$ cat config.mk
export PLATFORM = sky130hd
export DESIGN_NAME = usfc_top
export DESIGN_NICKNAME = d
export VERILOG_FILES = /design/src/common/usfc_pkg.sv /design/src/common/usfc_link_if.sv /design/src/verilog/usfc_top.sv /design/src/verilog/usfc_baud_gen.sv /design/src/verilog/usfc_start_det.sv
export SDC_FILE = /design/constraint.sdc
export NUM_CORES = 1
export LEC_CHECK = 0
export BUFFER_PORTS_ARGS = -buffer_cell sky130_fd_sc_hd__buf_2
export CAP_MARGIN = 20
export CORE_UTILIZATION = 40
export DETAILED_ROUTE_END_ITERATION = 10
export GPL_ROUTABILITY_DRIVEN = 0
export SETUP_SLACK_MARGIN = 0.1
export SYNTH_ARGS = -nofsm -noshare
export SYNTH_HDL_FRONTEND = slang
export SYNTH_SLANG_ARGS = --single-unit
$ cat constraint.sdc
create_clock -name clk -period 3.81 [get_ports clk]
set_clock_uncertainty 0.05 [all_clocks]
set_input_delay 0.1905 -clock clk [delete_from_list [all_inputs] [get_ports clk]]
set_output_delay 0.1905 -clock clk [all_outputs]
set_load 0.03 [all_outputs]
$ cat src/common/usfc_pkg.sv
// Register map, field positions, mode codes and state types of the serial port.
// Assumes a 32-bit AHB-Lite slave with one register per aligned word.
package usfc_pkg;
  // Register indices; the byte address is four times the index
  localparam logic [5:0] IDX_DATA = 6'h08;
  localparam logic [5:0] IDX_BAUD_LO = 6'h09;
  localparam logic [5:0] IDX_BAUD_HI = 6'h0A;
  localparam logic [5:0] IDX_RXSTART = 6'h0B;
  localparam logic [5:0] IDX_FRAME = 6'h0C;
  localparam logic [5:0] IDX_CTRL = 6'h0D;
  localparam logic [5:0] IDX_STAT = 6'h0E;
  localparam logic [7:0] FRAME_RST = 8'h06;
  localparam int BAUD_W = 12;
  // Frame format fields
  localparam int F_ORDER = 2;
  localparam int F_CPHA = 1;
  localparam int F_POL = 0;
  localparam logic [1:0] MODE_ASYNC = 2'b00;
  localparam logic [1:0] MODE_SYNC = 2'b01;
  localparam logic [1:0] MODE_RSVD = 2'b10;
  localparam logic [1:0] MODE_SPI = 2'b11;
  // Start detect control fields
  localparam int RS_EN = 7;
  localparam int RS_FLAG = 6;
  // Control fields
  localparam int C_DIR = 5;
  localparam int C_RXEN = 4;
  localparam int C_TXEN = 3;
  localparam int C_CS2 = 2;
  localparam int C_TX9 = 0;
  // Status fields
  localparam int S_TXC = 6;
  localparam int S_U2X = 1;
  // Oversampling per bit in asynchronous mode
  localparam logic [4:0] OS_NORMAL = 5'h10;
  localparam logic [4:0] OS_DOUBLE = 5'h08;
  typedef enum logic {USFC_TX_IDLE, USFC_TX_RUN} usfc_tx_t;
  typedef enum logic {USFC_RX_IDLE, USFC_RX_RUN} usfc_rx_t;
endpackage

$ cat src/common/usfc_link_if.sv
// Signals between the port core, the baud generator and the start detector.
// Assumes all three run on the same clock.
`timescale 1ns/100ps
`default_nettype none
interface usfc_link_if;
  logic [11:0] divisor;
  logic reload;
  logic base_tick;
  logic rxd;
  logic det_en;
  logic start_seen;
  modport gen(input divisor, input reload, output base_tick);
  modport det(input rxd, input det_en, output start_seen);
  modport core(output divisor, output reload, output rxd, output det_en, input base_tick, input start_seen);
endinterface
`default_nettype wire

$ cat src/verilog/usfc_top.sv
// Serial port core: async and sync UART, master SPI, start detect, AHB-Lite registers.
// Assumes a single AHB-Lite master; pins other than the receive line are outputs.
`timescale 1ns/100ps
`default_nettype none
// Summary of operation
// - Mode field picks async UART, sync UART, reserved or master SPI.
// - Order, phase and polarity take effect in the write that selects SPI.
// - Parity off, even or odd; appended on transmit, checked on receive.
// - Parity, stop and size settings are ignored in SPI mode.
// - Transmitter sends one or two stop bits; receiver checks only one.
// - Size code gives five to nine data bits for both directions.
// - SPI data order bit one sends LSB first, zero MSB first.
// - SPI phase chooses sampling on leading or trailing clock edge.
// - Sync UART polarity zero drives on rising, samples on falling edge.
// - SPI polarity sets clock idle level; with phase fixes timing.
// - Start detect register has no function in SPI mode.
// - Start flag sets on a start condition, clears by writing one.
// - Start interrupt needs enable, global enable and flag all set.
// - In sleep, enabled start detect with global enable wakes the processor.
// - Divisor is twelve bits: four from high byte, eight from low.
// - Low byte write reloads the prescaler at once.
// - SPI mode shares one transfer controller; parity and recovery off.
// - Map and pins are the same in UART and SPI modes; start interrupt is forced off in SPI.
// - Clocked modes run at clock over twice the sum of divisor and one.
// - Double speed cuts async oversampling from sixteen to eight.
module usfc_top (
  input wire logic clk,
  input wire logic nrst,
  input wire logic hsel,
  input wire logic [31:0] haddr,
  input wire logic [1:0] htrans,
  input wire logic hwrite,
  input wire logic [2:0] hsize,
  input wire logic [31:0] hwdata,
  input wire logic hready,
  output logic hreadyout,
  output logic hresp,
  output logic [31:0] hrdata,
  input wire logic receive_pin,
  output logic transmit_pin,
  output logic serial_clock_pin_o,
  output logic serial_clock_pin_oe_n,
  input wire logic global_irq_enable,
  input wire logic sleep_active,
  output logic start_detect_irq,
  output logic wake_request
);
  usfc_link_if lnk();
  logic dp_wr, dp_rd, rx_meta, rxd, reload_q;
  logic [5:0] dp_idx;
  logic [7:0] wd, rd8, baud_lo, frame;
  logic [3:0] baud_hi;
  logic start_detect_enable, start_detect_flag, dir, rx_en, tx_en, cs2, tx9, double_speed_bit;
  logic tx_done, hold_valid, rx_ready, parity_error_flag, frame_err;
  logic [8:0] tx_hold, rx_data, mask, rx_dat;
  logic w_data, w_lo, w_hi, w_rs, w_frame, w_ctrl, w_stat, rd_data, clr_rs;
  logic is_spi, clocked, par_en, cpha_eff, tick, tx_par, rx_perr, rx_ferr;
  logic [3:0] n, pos, rx_pos, tx_len, rx_len, tx_len_r, bit_idx, per_cnt, rx_idx;
  logic [4:0] os_n, os_last, os_cnt, rx_os;
  logic [12:0] tx_frame, tx_sh, rx_sh;
  logic xck_ph, txd, lead, trail, setup, sample, start_xfer, tx_end, rx_fin;
  usfc_pkg::usfc_tx_t tx_state;
  usfc_pkg::usfc_rx_t rx_state;

  usfc_baud_gen u_baud (.clk(clk), .nrst(nrst), .lnk(lnk));
  usfc_start_det u_det (.clk(clk), .nrst(nrst), .lnk(lnk));

  // Bus slave, zero wait states
  always_ff @(posedge clk or negedge nrst) begin
    if (!nrst) begin
      dp_wr <= 1'b0;
      dp_rd <= 1'b0;
      dp_idx <= 6'h00;
    end else if (hready) begin
      dp_wr <= hsel && htrans[1] && hwrite && hsize == 3'h2;
      dp_rd <= hsel && htrans[1] && !hwrite && hsize == 3'h2;
      dp_idx <= haddr[7:2];
    end
  end

  assign hreadyout = 1'b1;
  assign hresp = 1'b0;
  assign wd = hwdata[7:0];
  assign w_data = dp_wr && dp_idx == usfc_pkg::IDX_DATA;
  assign w_lo = dp_wr && dp_idx == usfc_pkg::IDX_BAUD_LO;
  assign w_hi = dp_wr && dp_idx == usfc_pkg::IDX_BAUD_HI;
  assign w_rs = dp_wr && dp_idx == usfc_pkg::IDX_RXSTART && !is_spi;
  assign w_frame = dp_wr && dp_idx == usfc_pkg::IDX_FRAME;
  assign w_ctrl = dp_wr && dp_idx == usfc_pkg::IDX_CTRL;
  assign w_stat = dp_wr && dp_idx == usfc_pkg::IDX_STAT;
  assign rd_data = dp_rd && dp_idx == usfc_pkg::IDX_DATA;
  assign clr_rs = w_rs && wd[usfc_pkg::RS_FLAG];

  // Same map in every mode
  always_comb begin
    case (dp_idx)
      usfc_pkg::IDX_DATA: rd8 = rx_data[7:0];
      usfc_pkg::IDX_BAUD_LO: rd8 = baud_lo;
      usfc_pkg::IDX_BAUD_HI: rd8 = {4'h0, baud_hi};
      usfc_pkg::IDX_RXSTART: rd8 = {start_detect_enable, start_detect_flag, 6'h00};
      usfc_pkg::IDX_FRAME: rd8 = frame;
      usfc_pkg::IDX_CTRL: rd8 = {2'h0, dir, rx_en, tx_en, cs2, rx_data[8], tx9};
      usfc_pkg::IDX_STAT: rd8 = {rx_ready, tx_done, !hold_valid, frame_err, 1'b0, parity_error_flag,
                                 double_speed_bit, 1'b0};
      default: rd8 = 8'h00;
    endcase
  end
  assign hrdata = dp_rd ? {24'h000000, rd8} : 32'h00000000;

  // Receive pin synchroniser
  always_ff @(posedge clk or negedge nrst) begin
    if (!nrst) begin
      rx_meta <= 1'b1;
      rxd <= 1'b1;
    end else begin
      rx_meta <= receive_pin;
      rxd <= rx_meta;
    end
  end

  // Software registers
  always_ff @(posedge clk or negedge nrst) begin
    if (!nrst) begin
      baud_lo <= 8'h00;
      baud_hi <= 4'h0;
      frame <= usfc_pkg::FRAME_RST;
      start_detect_enable <= 1'b0;
      start_detect_flag <= 1'b0;
      {dir, rx_en, tx_en, cs2, tx9} <= 5'h00;
      double_speed_bit <= 1'b0;
      tx_done <= 1'b0;
      tx_hold <= 9'h000;
      hold_valid <= 1'b0;
      reload_q <= 1'b0;
    end else begin
      if (w_lo) baud_lo <= wd;
      if (w_hi) baud_hi <= wd[3:0];
      if (w_frame) frame <= wd;
      if (w_rs) start_detect_enable <= wd[usfc_pkg::RS_EN];
      start_detect_flag <= lnk.start_seen || (start_detect_flag && !clr_rs);
      if (w_ctrl) begin
        dir <= wd[usfc_pkg::C_DIR];
        rx_en <= wd[usfc_pkg::C_RXEN];
        tx_en <= wd[usfc_pkg::C_TXEN];
        cs2 <= wd[usfc_pkg::C_CS2];
        tx9 <= wd[usfc_pkg::C_TX9];
      end
      if (w_stat) double_speed_bit <= wd[usfc_pkg::S_U2X];
      tx_done <= (tx_end && !hold_valid) || (tx_done && !(w_stat && wd[usfc_pkg::S_TXC]));
      if (w_data) begin
        tx_hold <= {tx9, wd};
        hold_valid <= 1'b1;
      end else if (start_xfer) begin
        hold_valid <= 1'b0;
      end
      reload_q <= w_lo;
    end
  end

  assign lnk.divisor = {baud_hi, baud_lo};
  assign lnk.reload = reload_q;
  assign lnk.rxd = rxd;
  assign lnk.det_en = !is_spi;
  assign tick = lnk.base_tick;

  // Mode and format decode
  assign is_spi = frame[7:6] == usfc_pkg::MODE_SPI;
  assign clocked = is_spi || frame[7:6] == usfc_pkg::MODE_SYNC;
  assign par_en = !is_spi && frame[5];
  assign cpha_eff = is_spi ? frame[usfc_pkg::F_CPHA] : 1'b1;
  assign os_n = double_speed_bit ? usfc_pkg::OS_DOUBLE : usfc_pkg::OS_NORMAL;
  assign os_last = os_n - 5'h01;

  always_comb begin
    case ({cs2, frame[2:1]})
      3'h0: n = 4'h5;
      3'h1: n = 4'h6;
      3'h2: n = 4'h7;
      3'h7: n = 4'h9;
      default: n = 4'h8;
    endcase
  end

  // Transmit frame: start, data LSB first, parity, stop bits; in SPI mode only eight data bits, in the order the order bit selects
  always_comb begin
    tx_frame = 13'h1FFF;
    pos = n + 4'h1;
    for (int i = 0; i < 9; i++) mask[i] = i < n;
    tx_par = frame[4] ^ (^(tx_hold & mask));
    tx_len = 4'h8;
    if (is_spi) begin
      for (int i = 0; i < 8; i++) tx_frame[i] = frame[usfc_pkg::F_ORDER] ? tx_hold[i] : tx_hold[7 - i];
    end else begin
      tx_frame[0] = 1'b0;
      for (int i = 0; i < 9; i++) if (i < n) tx_frame[i + 1] = tx_hold[i];
      if (par_en) tx_frame[pos] = tx_par;
      tx_len = n + 4'h2 + {3'h0, par_en} + {3'h0, frame[3]};
    end
  end

  // Receive decode, same layout as the transmit frame
  always_comb begin
    rx_dat = 9'h000;
    rx_pos = n + 4'h1;
    rx_len = n + 4'h2 + {3'h0, par_en};
    if (is_spi) begin
      for (int i = 0; i < 8; i++) rx_dat[i] = frame[usfc_pkg::F_ORDER] ? rx_sh[i] : rx_sh[7 - i];
    end else begin
      for (int i = 0; i < 9; i++) if (i < n) rx_dat[i] = rx_sh[i + 1];
    end
    rx_perr = par_en && (rx_sh[rx_pos] != (frame[4] ^ (^rx_dat)));
    rx_ferr = !is_spi && !rx_sh[rx_pos + {3'h0, par_en}];
  end

  // Shared transfer controller
  assign start_xfer = tx_state == usfc_pkg::USFC_TX_IDLE && hold_valid && tx_en
                      && frame[7:6] != usfc_pkg::MODE_RSVD;
  assign lead = tick && clocked && tx_state == usfc_pkg::USFC_TX_RUN && !xck_ph;
  assign trail = tick && clocked && tx_state == usfc_pkg::USFC_TX_RUN && xck_ph;
  assign setup = cpha_eff ? lead : trail;
  assign sample = cpha_eff ? trail : lead;
  assign tx_end = tx_state == usfc_pkg::USFC_TX_RUN && (clocked ? (trail && per_cnt == tx_len_r - 4'h1)
                  : (tick && os_cnt == os_last && bit_idx == tx_len_r));

  always_ff @(posedge clk or negedge nrst) begin
    if (!nrst) begin
      tx_state <= usfc_pkg::USFC_TX_IDLE;
      tx_sh <= 13'h1FFF;
      tx_len_r <= 4'h0;
      bit_idx <= 4'h0;
      per_cnt <= 4'h0;
      os_cnt <= 5'h00;
      xck_ph <= 1'b0;
      txd <= 1'b1;
    end else begin
      case (tx_state)
        usfc_pkg::USFC_TX_IDLE: begin
          if (start_xfer) begin
            tx_state <= usfc_pkg::USFC_TX_RUN;
            tx_sh <= tx_frame;
            tx_len_r <= tx_len;
            per_cnt <= 4'h0;
            os_cnt <= 5'h00;
            xck_ph <= 1'b0;
            if (!cpha_eff) begin
              txd <= tx_frame[0];
              bit_idx <= 4'h1;
            end else if (!clocked) begin
              txd <= tx_frame[0];
              bit_idx <= 4'h1;
            end else begin
              bit_idx <= 4'h0;
            end
          end
        end
        usfc_pkg::USFC_TX_RUN: begin
          if (clocked) begin
            if (tick) xck_ph <= !xck_ph;
            if (setup && bit_idx < tx_len_r) begin
              txd <= tx_sh[bit_idx];
              bit_idx <= bit_idx + 4'h1;
            end
            if (trail) begin
              if (tx_end) begin
                tx_state <= usfc_pkg::USFC_TX_IDLE;
                txd <= 1'b1;
              end else begin
                per_cnt <= per_cnt + 4'h1;
              end
            end
          end else if (tick) begin
            if (os_cnt != os_last) begin
              os_cnt <= os_cnt + 5'h01;
            end else begin
              os_cnt <= 5'h00;
              if (tx_end) begin
                tx_state <= usfc_pkg::USFC_TX_IDLE;
                txd <= 1'b1;
              end else begin
                txd <= tx_sh[bit_idx];
                bit_idx <= bit_idx + 4'h1;
              end
            end
          end
        end
        default: tx_state <= usfc_pkg::USFC_TX_IDLE;
      endcase
    end
  end

  // Receiver: oversampling in async mode, clock-edge sampling in sync UART and SPI modes
  always_ff @(posedge clk or negedge nrst) begin
    if (!nrst) begin
      rx_state <= usfc_pkg::USFC_RX_IDLE;
      rx_os <= 5'h00;
      rx_idx <= 4'h0;
      rx_sh <= 13'h0000;
      rx_fin <= 1'b0;
      rx_data <= 9'h000;
      rx_ready <= 1'b0;
      parity_error_flag <= 1'b0;
      frame_err <= 1'b0;
    end else begin
      rx_fin <= 1'b0;
      if (!rx_en) begin
        rx_state <= usfc_pkg::USFC_RX_IDLE;
        rx_ready <= 1'b0;
        parity_error_flag <= 1'b0;
        frame_err <= 1'b0;
      end else begin
        if (rx_fin) begin
          rx_data <= rx_dat;
          parity_error_flag <= rx_perr;
          frame_err <= rx_ferr;
          rx_ready <= 1'b1;
        end else if (rd_data) begin
          rx_ready <= 1'b0;
        end
        if (clocked) begin
          rx_state <= usfc_pkg::USFC_RX_IDLE;
          if (start_xfer) begin
            rx_idx <= 4'h0;
          end else if (sample) begin
            rx_sh[rx_idx] <= rxd;
            rx_idx <= rx_idx + 4'h1;
          end
          if (tx_end) rx_fin <= 1'b1;
        end else begin
          case (rx_state)
            usfc_pkg::USFC_RX_IDLE: begin
              if (lnk.start_seen && frame[7:6] == usfc_pkg::MODE_ASYNC) begin
                rx_state <= usfc_pkg::USFC_RX_RUN;
                rx_os <= (os_n >> 1) - 5'h01;
                rx_idx <= 4'h0;
              end
            end
            usfc_pkg::USFC_RX_RUN: begin
              if (tick) begin
                if (rx_os != 5'h00) begin
                  rx_os <= rx_os - 5'h01;
                end else begin
                  rx_sh[rx_idx] <= rxd;
                  rx_os <= os_last;
                  rx_idx <= rx_idx + 4'h1;
                  if (rx_idx == 4'h0 && rxd) begin
                    rx_state <= usfc_pkg::USFC_RX_IDLE;
                  end else if (rx_idx == rx_len - 4'h1) begin
                    rx_state <= usfc_pkg::USFC_RX_IDLE;
                    rx_fin <= 1'b1;
                  end
                end
              end
            end
            default: rx_state <= usfc_pkg::USFC_RX_IDLE;
          endcase
        end
      end
    end
  end

  assign transmit_pin = txd;
  assign serial_clock_pin_o = xck_ph ^ frame[usfc_pkg::F_POL];
  assign serial_clock_pin_oe_n = !dir;
  assign start_detect_irq = start_detect_enable && global_irq_enable && start_detect_flag && !is_spi;
  assign wake_request = start_detect_irq && sleep_active;

  property p_rs_set;
    @(posedge clk) disable iff (!nrst) lnk.start_seen |=> start_detect_flag;
  endproperty
  a_rs_set: assert property (p_rs_set) else $error("start flag not set");

  property p_rs_hold;
    @(posedge clk) disable iff (!nrst) (start_detect_flag && !clr_rs) |=> start_detect_flag;
  endproperty
  a_rs_hold: assert property (p_rs_hold) else $error("start flag lost");

  property p_irq;
    @(posedge clk) disable iff (!nrst)
      ($rose(start_detect_flag) && start_detect_enable && global_irq_enable) |-> start_detect_irq;
  endproperty
  a_irq: assert property (p_irq) else $error("start interrupt missing");

  property p_spi_quiet;
    @(posedge clk) disable iff (!nrst) is_spi |-> (!start_detect_irq && !wake_request) ##1 $stable(start_detect_flag);
  endproperty
  a_spi_quiet: assert property (p_spi_quiet) else $error("start logic active in spi");

  property p_spi_nopar;
    @(posedge clk) disable iff (!nrst) (rx_fin && is_spi && rx_en) |=> !parity_error_flag;
  endproperty
  a_spi_nopar: assert property (p_spi_nopar) else $error("parity error in spi");

  property p_perr;
    @(posedge clk) disable iff (!nrst) (rx_fin && rx_perr && rx_en) |=> parity_error_flag;
  endproperty
  a_perr: assert property (p_perr) else $error("parity mismatch not flagged");

  property p_xck;
    @(posedge clk) disable iff (!nrst) (lead && !tx_end) |=> (xck_ph && serial_clock_pin_o != frame[0]);
  endproperty
  a_xck: assert property (p_xck) else $error("serial clock did not toggle");

  property p_async_clk;
    @(posedge clk) disable iff (!nrst) (frame[7:6] == usfc_pkg::MODE_ASYNC) |=> !xck_ph || $past(clocked);
  endproperty
  a_async_clk: assert property (p_async_clk) else $error("clock runs in async mode");

  property p_lsb;
    @(posedge clk) disable iff (!nrst)
      (start_xfer && is_spi && frame[usfc_pkg::F_ORDER] && !frame[usfc_pkg::F_CPHA]) |=> txd == $past(tx_hold[0]);
  endproperty
  a_lsb: assert property (p_lsb) else $error("spi lsb not first");

  property p_two_stop;
    @(posedge clk) disable iff (!nrst) (start_xfer && !clocked && frame[3])
      |-> (tx_frame[tx_len - 4'h1] && tx_frame[tx_len - 4'h2] && tx_len == n + 4'h3 + {3'h0, par_en});
  endproperty
  a_two_stop: assert property (p_two_stop) else $error("two stop bits not framed");
endmodule
`default_nettype wire

$ cat src/verilog/usfc_baud_gen.sv
// Baud prescaler: one base tick every divisor plus one clocks.
// Assumes reload is a one-cycle pulse after a low byte write.
`timescale 1ns/100ps
`default_nettype none
module usfc_baud_gen (
  input wire logic clk,
  input wire logic nrst,
  usfc_link_if.gen lnk
);
  logic [11:0] count;

  always_ff @(posedge clk or negedge nrst) begin
    if (!nrst) begin
      count <= 12'h000;
    end else if (lnk.reload || count == 12'h000) begin
      count <= lnk.divisor;
    end else begin
      count <= count - 12'h001;
    end
  end

  assign lnk.base_tick = (count == 12'h000) && !lnk.reload;

  property p_reload;
    @(posedge clk) disable iff (!nrst) lnk.reload |=> (count == $past(lnk.divisor));
  endproperty
  a_reload: assert property (p_reload) else $error("prescaler not reloaded");
endmodule
`default_nettype wire

$ cat src/verilog/usfc_start_det.sv
// Start condition detector on the synchronised receive line.
// Assumes rxd has already passed two flip-flops.
`timescale 1ns/100ps
`default_nettype none
module usfc_start_det (
  input wire logic clk,
  input wire logic nrst,
  usfc_link_if.det lnk
);
  logic prev;

  always_ff @(posedge clk or negedge nrst) begin
    if (!nrst) begin
      prev <= 1'b1;
    end else begin
      prev <= lnk.rxd;
    end
  end

  // Falling edge of an idle-high line
  assign lnk.start_seen = lnk.det_en && prev && !lnk.rxd;

  property p_gate;
    @(posedge clk) disable iff (!nrst) lnk.start_seen |-> (lnk.det_en && $past(lnk.rxd) && !lnk.rxd);
  endproperty
  a_gate: assert property (p_gate) else $error("start seen while detector off");
endmodule
`default_nettype wire

; ---- Word level (Yosys, flattened, before mapping)
; Index checks and enable logic that the tools add are counted.
[word_totals]
register_bits = 132
latchBits = 0
ramBits = 0
mem_bits_ro = 0
inputBits = 77
wordCells = 350
mem_count = 0
[op_classes]
add_sub_neg = 15
multipliers = 0
div = 0
n_lt_le_gt_ge = 16
eq_ne = 42
n_shift = 0
mux = 152
bitwise = 7
n_reduce_logical = 79
[op_table]
columns = op, count
row1 = $mux W1, 97
row2 = $mux W13, 7
row3 = $mux W4, 17
row4 = $pmux W8 S7, 1
row5 = $logic_and A1 B1 Y1, 45
row6 = $mux W5, 9
row7 = $eq A6 B4 Y1 const B, 7
row8 = $bwmux W13, 2
row9 = $mux W8, 3
row10 = $pmux W4 S2, 3
row11 = $ne A2 B2 Y1 const B, 11
row12 = $ne A3 B3 Y1 const B, 7
row13 = $lt A4 B5 Y1 const B, 4
row14 = $pmux W5 S2, 2
row15 = $reduce_xor A9 Y1, 2
row16 = $add A4 B1 Y4 const B, 4
row17 = $lt A3 B4 Y1 const A, 4
row18 = $pmux W4 S4, 1
row19 = $add A4 B1 Y4, 3
row20 = $bmux W1 S4, 3
row21 = $eq A4 B4 Y1, 3
row22 = $logic_not A12 Y1, 1
row23 = $mux W12, 1
row24 = $reduce_and A4 Y1, 3
row25 = 38 further kinds, 71

; ---- Longest topological paths before layout
; Gate-level depths: netlist of the first run.
[logic_depth]
word_depth = 14
ltp_mapped = 15
depth_no_buf = 11

; ---- Hierarchy
; Synthesis of the first run repeated with hierarchy kept, for this count alone.
[hier_totals]
hier_cells = 828
hier_area_um2 = 8140.3
[modules_own_cells]
columns = module, n_inst, cells_per_inst, area_each_um2, seq_area_each_um2
row1 = usfc_top, 1, 754, 7395.8, 3000.4
row2 = usfc_baud_gen, 1, 72, 709.4, 300.3
row3 = usfc_start_det, 1, 2, 35.0, 26.3

; ---- Least setup slack after synthesis of the first run
; Ideal clock, no wire load.
[synth_timing]
path_type = register -> register
start = register frame[2]
end = register tx_sh[10]
setup_ps = 83
t_arrival_ps = 3393
required_time_ps = 3677
slack_ps = 284
path_stages_with_launch = 16
n_path_buf = 4
cell_sequence = dfstp_2 -> buf_2 -> buf_2 -> buf_1 -> xor2_1 -> nor2b_1 -> inv_1 -> ha_1 -> clkbuf_1 -> nor3b_1 -> a21oi_1 -> o21ai_0 -> a21oi_1 -> xnor2_1 -> nor2_1 -> a41oi_1
[synth_via]
elab_chain_len = 10
elab_cells_between_ends = 26
[synth_lines]
columns = item, line
row1 = start: declaration, usfc_top.sv:51  ; logic [7:0] wd, rd8, baud_lo, frame;
row2 = start signal: assignment, usfc_top.sv:126  ; frame <= usfc_pkg::FRAME_RST;
row3 = start signal: assignment, usfc_top.sv:138  ; if (w_frame) frame <= wd;
row4 = $eq A3 B3 Y1 (tied with other cells), usfc_top.sv:175  ; case ({cs2, frame[2:1]})
row5 = $pmux W4 S4 (*), usfc_top.sv:175
row6 = $add A4 B1 Y4, usfc_top.sv:187  ; pos = n + 4'h1;
row7 = $lt A4 B5 Y1 (implied by the code) / $ge A4 B1 Y1 (equally long branches), usfc_top.sv:196  ; if (par_en) tx_frame[pos] = tx_par;
row8 = $logic_and A1 B1 Y1 (implied by the code), usfc_top.sv:196
row9 = $mux W1 (implied by the code), usfc_top.sv:196
row10 = $demux W1 S4, usfc_top.sv:196
row11 = $bwmux W13 (*), usfc_top.sv:196
row12 = $mux W13 (*), usfc_top.sv:196
row13 = $mux W5 (*), usfc_top.sv:191  ; if (is_spi) begin
row14 = end signal: assignment, usfc_top.sv:240  ; tx_sh <= tx_frame;
row15 = end: declaration, usfc_top.sv:60  ; logic [12:0] tx_frame, tx_sh, rx_sh;
; Every way passes the cells marked *; elsewhere a longest branch is shown, timed or not.
; A chain may end at the register's enable or synchronous reset.

; ---- Worst setup path after layout of the first run
[layout_timing]
start = register frame[2]
end = register tx_sh[7]
[layout_via]
elab_chain_len = 10
elab_cells_between_ends = 29
[layout_lines]
columns = item, line
row1 = $eq A3 B3 Y1 (tied with other cells), usfc_top.sv:175
row2 = $pmux W4 S4, usfc_top.sv:175
row3 = $add A4 B1 Y4, usfc_top.sv:187
row4 = $lt A4 B5 Y1 (implied by the code) / $ge A4 B1 Y1 (equally long branches), usfc_top.sv:196
row5 = $logic_and A1 B1 Y1 (implied by the code), usfc_top.sv:196
row6 = $mux W1 (implied by the code), usfc_top.sv:196
row7 = $demux W1 S4, usfc_top.sv:196
row8 = $bwmux W13, usfc_top.sv:196
row9 = $mux W13, usfc_top.sv:196
row10 = $mux W8 (*), usfc_top.sv:191
; Every way passes the cells marked *; elsewhere a longest branch is shown, timed or not. The select of a mux whose other input is x is not followed.

==> results of run 1 <==
per-stage QoR:
| step | area (sq um) | hold WS, ns |
|---|---|---|
| after CTS | 9180 | 0.00815 |
| after detailed placement | 8450 | 0.258 |
| after floorplan | 8180 | -0.155 |
| after global placement | 8450 | 0.257 |
| final | 9180 | 0.0238 |
| after global routing | 9180 | 0.00908 |
final cells by class:
cell class | count | area, sq um
Clock buffer | 18 | 439
Clock inverter | 14 | 201
Fill cell | 1890 | 10500
Inverter | 35 | 131
Multi-Input combinational cell | 612 | 4380
Sequential cell | 132 | 3330
Tap cell | 265 | 332
Timing Repair Buffer | 58 | 369
kinds of logic after synthesis:
kind of cell             share of synthesized area
AND/OR/NAND/NOR                              0.157
buffers and inverters                       0.0587
XOR/XNOR                                    0.0574
other                                     0.000928
flip-flops                                   0.411
multiplexers                                 0.130
adder cells (fa/ha/maj)                     0.0430
AO/OA/AOI/OAI                                0.142
routing by layer:
metal / vias to the layer above / global-route usage / share of wire
li1: 2953 / - / -
met1: 3024 / 0.280 / 0.48
met2: 128 / 0.311 / 0.47
met3: 9 / 0.0394 / 0.036
met4: 0 / 0.0443 / 0.012
met5: - / 0 / 0
cell usage in the layout, fill, tap and decap left out, types with 5 or more instances in the layout:
master and instances:
ha_1 27, nand4_1 8, nor2b_1 9, nand2_1 80
dfrtp_1 113, nor3_1 16, nand3_1 27, clkbuf_16 17
xor2_1 18, and2_1 5, buf_4 11, conb_1 26
mux4_2 7, o22ai_1 6, a21oi_1 42, nor2_1 52
o21ai_0 47, a22oi_1 17, dlygate4sd3_1 9, xnor2_1 30
mux2i_1 18, inv_1 34, mux2_2 58, nand2b_1 12
a31oi_1 17, dfstp_2 19, buf_2 37
worst paths after layout:
kind,endpoint,slack [ns],startpoint
setup / recovery,tx_sh[7]$_DFFE_PN1P_,0.57,frame[2]$_DFFE_PN1P_
hold / removal,baud_lo[5]$_DFFE_PN0P_,0.02,hwdata[5]
setup reg to reg,tx_sh[7]$_DFFE_PN1P_,0.57,frame[2]$_DFFE_PN1P_
hold reg to reg,lnk.rxd$_DFF_PN1_,0.30,rx_meta$_DFF_PN1_
max in group asynchronous,frame[2]$_DFFE_PN1P_,2.39,nrst
min in group asynchronous,per_cnt[2]$_DFFE_PN0P_,0.37,nrst
power breakdown:
part	switching [mW]	total (mW)	internal (mW)
registers	0.373	2.07	1.70
logic	0.632	1.26	0.631
clock network	0.643	1.77	1.12
total	1.65	5.10	3.45
state kept, by name, summed over array words and instances, names as in the netlist, 5 cells and up:
name          count
rx_sh            13
tx_sh            13
u_baud.count     12
rx_data           9
tx_hold           9
baud_lo           8
frame             8
dp_idx            6
os_cnt            5
rx_os             5
repair_timing:
item | in CTS | in global routing
hold buffers | 9 | 0
setup buffers | 0 | 0
hold endpoints to repair | 76 | 0
==> results_dict.tcl, run 1 <==
set metrics [dict create \
    hp-class "input pin to flip-flop" \
    worst_slack_ns 0.568 \
    crit_arrival_ns 3.50 \
    cp_slowest_stage_delay_ns 0.72 \
    io-pin-count 116 \
    end_kind "flip-flop" \
    antenna_found_initial 0 \
    rows 51 \
    cts.path.max_buffers 2 \
    grt_pass1_vias 5688 \
    layoutNonFillerInstCount 1134 \
    synth_area_leaders "dfrtp_1, mux2_2, dfstp_2, ha_1, nand2_1" \
    finalPower_mw 5.10 \
    ys.warnings.count 0 \
    power.density_nw_per_um2 555 \
    synthTopCellsByCount "dfrtp_1, nand2_1, mux2_2" \
    vias 6114 \
    cts.sink_count 132 \
    coreArea_sq_um 19700 \
    grt_first_pass_wirelength_um 31200 \
    ant_nets 0 \
    detailed_place_hpwl_um 14100 \
    status "completed" \
    max-slew-margin-rel 0.402 \
    critPathTopFamily "compound AO/OA/AOI/OAI gates" \
    critPathKind "flip-flop to flip-flop" \
    worst_pin_slew_ns 0.898 \
    report.final.setup_viol 0 \
    finalCriticalPeriod_ns 3.24 \
    syn_avg_cell_area_sq_um 9.91 \
    dpl_worst_slack_ns 0.662 \
    irDropWorstVdd_mv 0.275 \
    yosysTopAreaCellShare 0.349 \
    cp_slowest_cell "dfstp_2" \
    grt_max_degree 87 \
    crit_required_ns 4.06 \
    ys_seq_elements 132 \
    synth_edf_count 0 \
    floorplan.initialDensity 0.412 \
    drtIter0Drc 366 \
    p_leak_nw 3.89 \
    cts-root-buf "clkbuf_16" \
    final_max_slew_viol_count 0 \
    finalHoldViolCount 0 \
    remaining_drc_errors 0 \
    yosysSeqAreaShare 0.411 \
    port_buffers 38 \
    cp.depth 11 \
    r2r_cells 11 \
    fin_util 0.467 \
    clock.fmax_mhz 308 \
    critPathMaxFanout 14 \
    cap_violations 0 \
    crit_top_cell "a21oi_1" \
    die_h_um 144 \
    worstPathCellList "xor2_1, nor2b_1, inv_1, ha_1, nor3b_1, a21oi_1, o21ai_0, a21oi_1, xnor2_1, o311ai_1, o311ai_0" \
    dr.pass1.iters 5 \
    detail_route.wl_per_cell_um 17.2 \
    cts_tree "yes" \
    yosysTopAreaCell "dfrtp_1" \
    holdPathStages 2 \
    antenna_cells 0 \
    worst_skew_pair.late_latency_ns 0.41 \
    place.detailed.instances 1093 \
    track_usage 0.198 \
    cts_made_buffers 17 \
    synthCells 817 \
    htreeDepth 4 \
    ys_types 80 \
    cp.buffers_inverters 1 \
    cp-start-kind "flip-flop" \
    ys_async_sr_fraction 1.00 \
    cts.reportedPaths.clkPinSlew_ns 0.06 \
    synthesis.area_sq_um 8090 \
    rsz0062_at_grt "false" \
    area_delta_synth_final_pct 13.4 \
    die_w_um 144 \
    synth_flop_cell "dfrtp_1" \
    finalCritPeriodShare 0.851 \
    fin_nets 960 \
    drive_above_1_share 0.220 \
    via_per_inst 5.39 \
    yosysMostFrequentCell "dfrtp_1" \
    wl_um 19600 \
    overflow 0 \
    die-area_sq_um 20800 \
    tns_ns 0 \
    ctsResizeCount 0 \
]
Power figures use the tool's default switching activity.
==> run 2: changes to the inputs <==
--- a/config.mk
+++ b/config.mk
@@ -10,7 +10,9 @@
 export CORE_UTILIZATION = 40
 export DETAILED_ROUTE_END_ITERATION = 10
 export GPL_ROUTABILITY_DRIVEN = 0
+export REMOVE_ABC_BUFFERS = 1
 export SETUP_SLACK_MARGIN = 0.1
+export SLEW_MARGIN = 20
 export SYNTH_ARGS = -nofsm -noshare
 export SYNTH_HDL_FRONTEND = slang
 export SYNTH_SLANG_ARGS = --single-unit
==> results_dict.tcl, run 2 (synthesis gave the netlist of run 1 again) <==
set metrics [dict create \
    status "completed" \
    power.density_nw_per_um2 545 \
    end_kind "flip-flop" \
    worst_slack_ns 0.646 \
    place.detailed.instances 1094 \
    drtIter0Drc 352 \
    track_usage 0.206 \
    layout_commonest_cell "dfrtp_1" \
    wl_um 20000 \
    report.final.setup_viol 0 \
    overflow 0 \
    p_leak_nw 3.86 \
    port_buffers 38 \
    antenna_found_initial 0 \
    die-area_sq_um 20800 \
    htreeDepth 4 \
    dr.pass1.iters 5 \
    clock.fmax_mhz 316 \
    final_cell_mix "dfrtp_1, nand2_1, mux2_2" \
    coreArea_sq_um 19700 \
    critPathMaxFanout 10 \
    detail_route.wl_per_cell_um 17.7 \
    area_delta_synth_final_pct 12.8 \
    irDropWorstVdd_mv 0.316 \
    layoutNonFillerInstCount 1135 \
    die_h_um 144 \
    finalCritPeriodShare 0.831 \
    worst_skew_pair.late_latency_ns 0.42 \
    final_max_slew_viol_count 0 \
    max-slew-margin-rel 0.422 \
    floorplan.initialDensity 0.412 \
    via_per_inst 5.35 \
    nFillCells 1922 \
    cts-root-buf "clkbuf_16" \
    vias 6077 \
    tns_ns 0 \
    cts.reportedPaths.clkPinSlew_ns 0.06 \
    io-pin-count 116 \
    cap_violations 0 \
    fin_util 0.465 \
    cts.sink_count 132 \
    grt_pass1_vias 5820 \
    dpl_worst_slack_ns 0.724 \
    r2r_slack_ns 0.65 \
    crit_arrival_ns 3.42 \
    finalPower_mw 4.98 \
    ctsResizeCount 0 \
    critPathKind "flip-flop to flip-flop" \
    drive_above_1_share 0.220 \
    cts.path.max_buffers 2 \
    top_regs "rx_sh x13, tx_sh x13, u_baud.count x12" \
    crit_required_ns 4.07 \
    ant_nets 0 \
    detailed_place_hpwl_um 14500 \
    hp-class "input pin to flip-flop" \
    rows 51 \
    die_w_um 144 \
    antenna_cells 0 \
    grt_max_degree 93 \
    finalCriticalPeriod_ns 3.16 \
    fin_nets 961 \
    rsz0062_at_grt "false" \
    cts_tree "yes" \
    finalHoldViolCount 0 \
    remaining_drc_errors 0 \
    worst_pin_slew_ns 0.867 \
    grt_first_pass_wirelength_um 32100 \
    cts_made_buffers 17 \
    cp-start-kind "flip-flop" \
]
run 2: cell types whose count changed in the layout (fill, tap and decap cells not counted):
cell and delta:
a21oi_1 -1, a21oi_2 +1, buf_4 +1, bufinv_16 -2, clkbuf_1 +2, clkbuf_8 -1
clkinv_4 -3, clkinvlp_4 +2, inv_6 +2
run 2: repair_timing:
| action | CTS | global route |
|---|---|---|
| endpoints found under the hold margin | 83 | 0 |
| hold buffers | 9 | 0 |
| setup buffers | 0 | 0 |
run 2: cell type report:
cell class | instances | area [sq um] | area share
clock buffers | 19 | 433 | 0.0474
clock inverters | 13 | 148 | 0.0162
inverters | 35 | 131 | 0.0144
multi-input cells | 612 | 4390 | 0.480
flip-flops and latches | 132 | 3330 | 0.364
well taps | 265 | 332 | 0.0363
repair buffers | 59 | 377 | 0.0412
run 2: worst paths after layout:
| check | start | to | depth (start not counted) |
|---|---|---|---|
| worst max-delay path | frame[1]$_DFFE_PN1P_ | tx_sh[7]$_DFFE_PN1P_ | 11 |
| worst min-delay path | htrans[1] | dp_rd$_DFFE_PN0P_ | 3 |
| worst max register to register | frame[1]$_DFFE_PN1P_ | tx_sh[7]$_DFFE_PN1P_ | 11 |
| worst min register to register | rx_meta$_DFF_PN1_ | lnk.rxd$_DFF_PN1_ | 0 |
| max in group asynchronous | nrst | frame[1]$_DFFE_PN1P_ | 3 |
| min in group asynchronous | nrst | rx_os[1]$_DFFE_PN0P_ | 2 |
run 2: worst max-delay path, cell delays in order, from the launching register on:
cell and delay (ns):
dfstp_2 0.63, xor2_1 0.14, nor2b_1 0.30, inv_1 0.15
ha_1 0.36, nor3b_1 0.24, a21oi_1 0.05, o21ai_0 0.15
a21oi_1 0.10, xnor2_1 0.52, o311ai_1 0.21, o311ai_0 0.15
run 2: per-stage QoR:
step	area [sq um]	hold WS, ns
2_1_floorplan	7840	-0.155
3_3_place_gp	8460	0.249
3_5_place_dp	8460	0.249
4_1_cts	9130	0.00138
5_1_grt	9130	0.0116
6_report	9130	0.0148
run 2: report_power, final:
group	internal, mW	total (mW)	switching [mW]
registers	1.70	2.04	0.341
clock network	0.972	1.63	0.658
logic	0.639	1.31	0.671
run 2: per-layer routing:
metal / vias up / global-route usage / part of all wire
li1: 2957 / - / -
met3: 25 / 0.0364 / 0.036
met2: 139 / 0.320 / 0.47
met1: 2956 / 0.289 / 0.48
met4: 0 / 0.0670 / 0.017
met5: - / 0 / 0
==> run 3: changes to the inputs <==
--- a/config.mk
+++ b/config.mk
@@ -5,6 +5,7 @@
 export SDC_FILE = /design/constraint.sdc
 export NUM_CORES = 1
 export LEC_CHECK = 0
+export ABC_AREA = 1
 export BUFFER_PORTS_ARGS = -buffer_cell sky130_fd_sc_hd__buf_2
 export CAP_MARGIN = 20
 export CORE_UTILIZATION = 40
==> constraint.sdc (replaced) <==
create_clock -name clk -period 3.05 [get_ports clk]
set_clock_uncertainty 0.05 [all_clocks]
set_input_delay 0.1525 -clock clk [delete_from_list [all_inputs] [get_ports clk]]
set_output_delay 0.1525 -clock clk [all_outputs]
set_load 0.03 [all_outputs]
==> results_dict.tcl, run 3 <==
set metrics [dict create \
    nFillCells 2033 \
    power.density_nw_per_um2 646 \
    detail_route.wl_per_cell_um 15.3 \
    cts_tree "yes" \
    r2r-end "tx_sh[4]$_DFFE_PN1P_" \
    irDropWorstVdd_mv 0.350 \
    drive_above_1_share 0.124 \
    top_regs "rx_sh x13, tx_sh x13, u_baud.count x12" \
    antenna_cells 0 \
    detailed_place_hpwl_um 16900 \
    htreeDepth 4 \
    ys_async_sr_fraction 1.00 \
    final_area_sq_um 9540 \
    critPathTopFamily "simple AND/OR/NAND/NOR gates" \
    cp.buffers_inverters 3 \
    setup.worst_path.start "frame[2]$_DFFE_PN1P_" \
    via_per_inst 5.12 \
    cts_made_buffers 17 \
    cp-start-kind "flip-flop" \
    cp_slowest_stage_delay_ns 0.60 \
    worst_pin_slew_ns 0.734 \
    hp-class "input pin to flip-flop" \
    synthSimpleGateAreaFrac 0.269 \
    antenna_found_initial 0 \
    tns_ns 0 \
    ant_nets 0 \
    synthesis.area_sq_um 8350 \
    track_usage 0.224 \
    synth_xor_area_frac 0.0241 \
    drtIter0Drc 508 \
    ys.warnings.count 0 \
    vias 7604 \
    crit_required_ns 3.34 \
    p_leak_nw 4.76 \
    worstPathCellList "buf_6, inv_1, nor2_1, o21ai_0, buf_4, ha_1, nor2_1, nand3_1, nand2_1, nand2_1, nand2_1, nand2_2, nand2_2, nand2_1, a22oi_1" \
    report.final.setup_viol 0 \
    finalCritPeriodShare 0.889 \
    yosysSeqAreaShare 0.398 \
    synthCells 1147 \
    finalPower_mw 6.17 \
    cap_violations 0 \
    place_area_sq_um 8740 \
    finalCriticalPeriod_ns 2.71 \
    synthMuxAreaShare 0.00405 \
    status "completed" \
    critPathKind "flip-flop to flip-flop" \
    synth_top_family_by_area "simple AND/OR/NAND/NOR gates" \
    grt_first_pass_wirelength_um 37700 \
    r2r_slack_ns 0.34 \
    r2r_cells 15 \
    cp_slowest_cell "dfstp_2" \
    final_cell_mix "nand2_1, inv_1, dfrtp_1" \
    place.detailed.instances 1437 \
    yosysMostFrequentCell "nand2_1" \
    end_kind "flip-flop" \
    floorplan.initialDensity 0.410 \
    die-area_sq_um 21500 \
    crit_arrival_ns 3.00 \
    layout_commonest_cell "nand2_1" \
    syn_avg_cell_area_sq_um 7.28 \
    rows 52 \
    clock.fmax_mhz 369 \
    dpl_worst_slack_ns 0.183 \
    yosysTopAreaCell "dfrtp_1" \
    area_delta_synth_final_pct 14.3 \
    remaining_drc_errors 0 \
    cts.sink_count 132 \
    overflow 0 \
    worst_skew_pair.late_latency_ns 0.42 \
    synth_flop_cell "dfrtp_1" \
    cp.depth 15 \
    finalHoldViolCount 0 \
    io-pin-count 116 \
    dr.pass1.iters 5 \
    synth_compound_area_frac 0.156 \
    endpoint "tx_sh[4]$_DFFE_PN1P_" \
    reg2reg_from "frame[2]$_DFFE_PN1P_" \
    max-slew-margin-rel 0.510 \
    synth_area_leaders "dfrtp_1, nand2_1, inv_1, dfstp_2, o21ai_0" \
    yosys.area_share.adder 0.0405 \
    die_w_um 146 \
    cts.path.max_buffers 2 \
    port_buffers 38 \
    ys_types 49 \
    synth_edf_count 0 \
    wl_um 22700 \
    ys_seq_elements 132 \
    coreArea_sq_um 20400 \
    die_h_um 146 \
    layoutNonFillerInstCount 1484 \
    crit_top_cell "nand2_1" \
    critPathMaxFanout 13 \
    synthTopCellsByCount "nand2_1, inv_1, dfrtp_1" \
    cts-root-buf "clkbuf_16" \
    cts.reportedPaths.clkPinSlew_ns 0.06 \
    grt_max_degree 76 \
    final_max_slew_viol_count 0 \
    rsz0062_at_grt "false" \
    grt_pass1_vias 7305 \
    yosysTopAreaCellShare 0.339 \
    worst_slack_ns 0.337 \
    fin_nets 1305 \
]
## run 3: changes by cell type after synthesis, moves of 10 or more
cell / before / now
mux2i_1: 18 / 0
nand2_1: 80 / 299
o21ai_0: 47 / 98
xnor2_1: 30 / 10
a22oi_1: 17 / 7
a21oi_1: 42 / 53
o21ai_1: 0 / 30
inv_1: 34 / 142
nand2b_1: 12 / 0
nor2_1: 52 / 87
mux2_2: 58 / 3
nand2_2: 0 / 10
nand3_1: 27 / 73
clkbuf_1: 26 / 14
## run 3: timing repair
action / in CTS / in global routing
hold buffers: 14 / 0
gates resized for setup: 0 / 7
endpoints found under the hold margin: 68 / 0
buffers inserted: 0 / 1
setup endpoints to repair: 0 / 9
## run 3: kinds of logic after synthesis
kind of cell / Yosys count
AND/OR/NAND/NOR: 522
AO/OA/AOI/OAI: 233
buffers and inverters: 205
flip-flops: 132
adder cells (fa/ha/maj): 27
XOR/XNOR: 23
multiplexers: 3
other: 2
## run 3: final cells by class
type / instances / area (sq um) / area share
timing repair buffer: 66 / 445 / 0.0467
clock buffer: 22 / 484 / 0.0507
sequential: 132 / 3330 / 0.349
tap: 270 / 338 / 0.0354
clock inverter: 10 / 145 / 0.0152
multi-input combinational: 834 / 4240 / 0.444
inverter: 150 / 563 / 0.0590
## run 3: metrics by stage
step | hold slack [ns] | util
5_1_grt | 0.0298 | 0.469
2_1_floorplan | -0.193 | -
3_5_place_dp | 0.185 | 0.429
3_3_place_gp | 0.174 | 0.429
6_report | 0.0187 | 0.469
4_1_cts | 0.0203 | 0.467
## run 3: power by group
part / switching (mW) / internal (mW) / leakage [nW] / total (mW)
registers: 0.298 / 2.09 / 1.53 / 2.39
clock network: 0.801 / 1.38 / 0.303 / 2.18
logic: 1.01 / 0.596 / 2.92 / 1.60
## run 3: worst min-delay path by stage
stage / end / startpoint / depth (start not counted) / slack, ns
floorplan: baud_hi[0]$_DFFE_PN0P_ / nrst / 0 / -0.19
global placement: u_baud.count[5]$_DFF_PN0_ / nrst / 1 / 0.17
detailed placement: u_baud.count[3]$_DFF_PN0_ / nrst / 1 / 0.18
CTS: tx_hold[5]$_DFFE_PN0P_ / hwdata[5] / 3 / 0.02
global route: frame[5]$_DFFE_PN0P_ / hwdata[5] / 3 / 0.03
finish: frame[5]$_DFFE_PN0P_ / hwdata[5] / 3 / 0.02
## run 3: layer usage
layer,GRT usage,wire length [um]
met1,0.319,11200
met2,0.344,9900
met3,0.0456,1230
met4,0.0583,346
met5,0,0
## run 3: worst reg2reg max path: cells and delay by family, from the launching register on
family	cells	cell delay [ns]
and+or+nand+nor	9	1.06
DFF	1	0.60
AOI/OAI and AO/OA	2	0.28
buffers and inverters	3	0.42
adders and majority gates	1	0.23
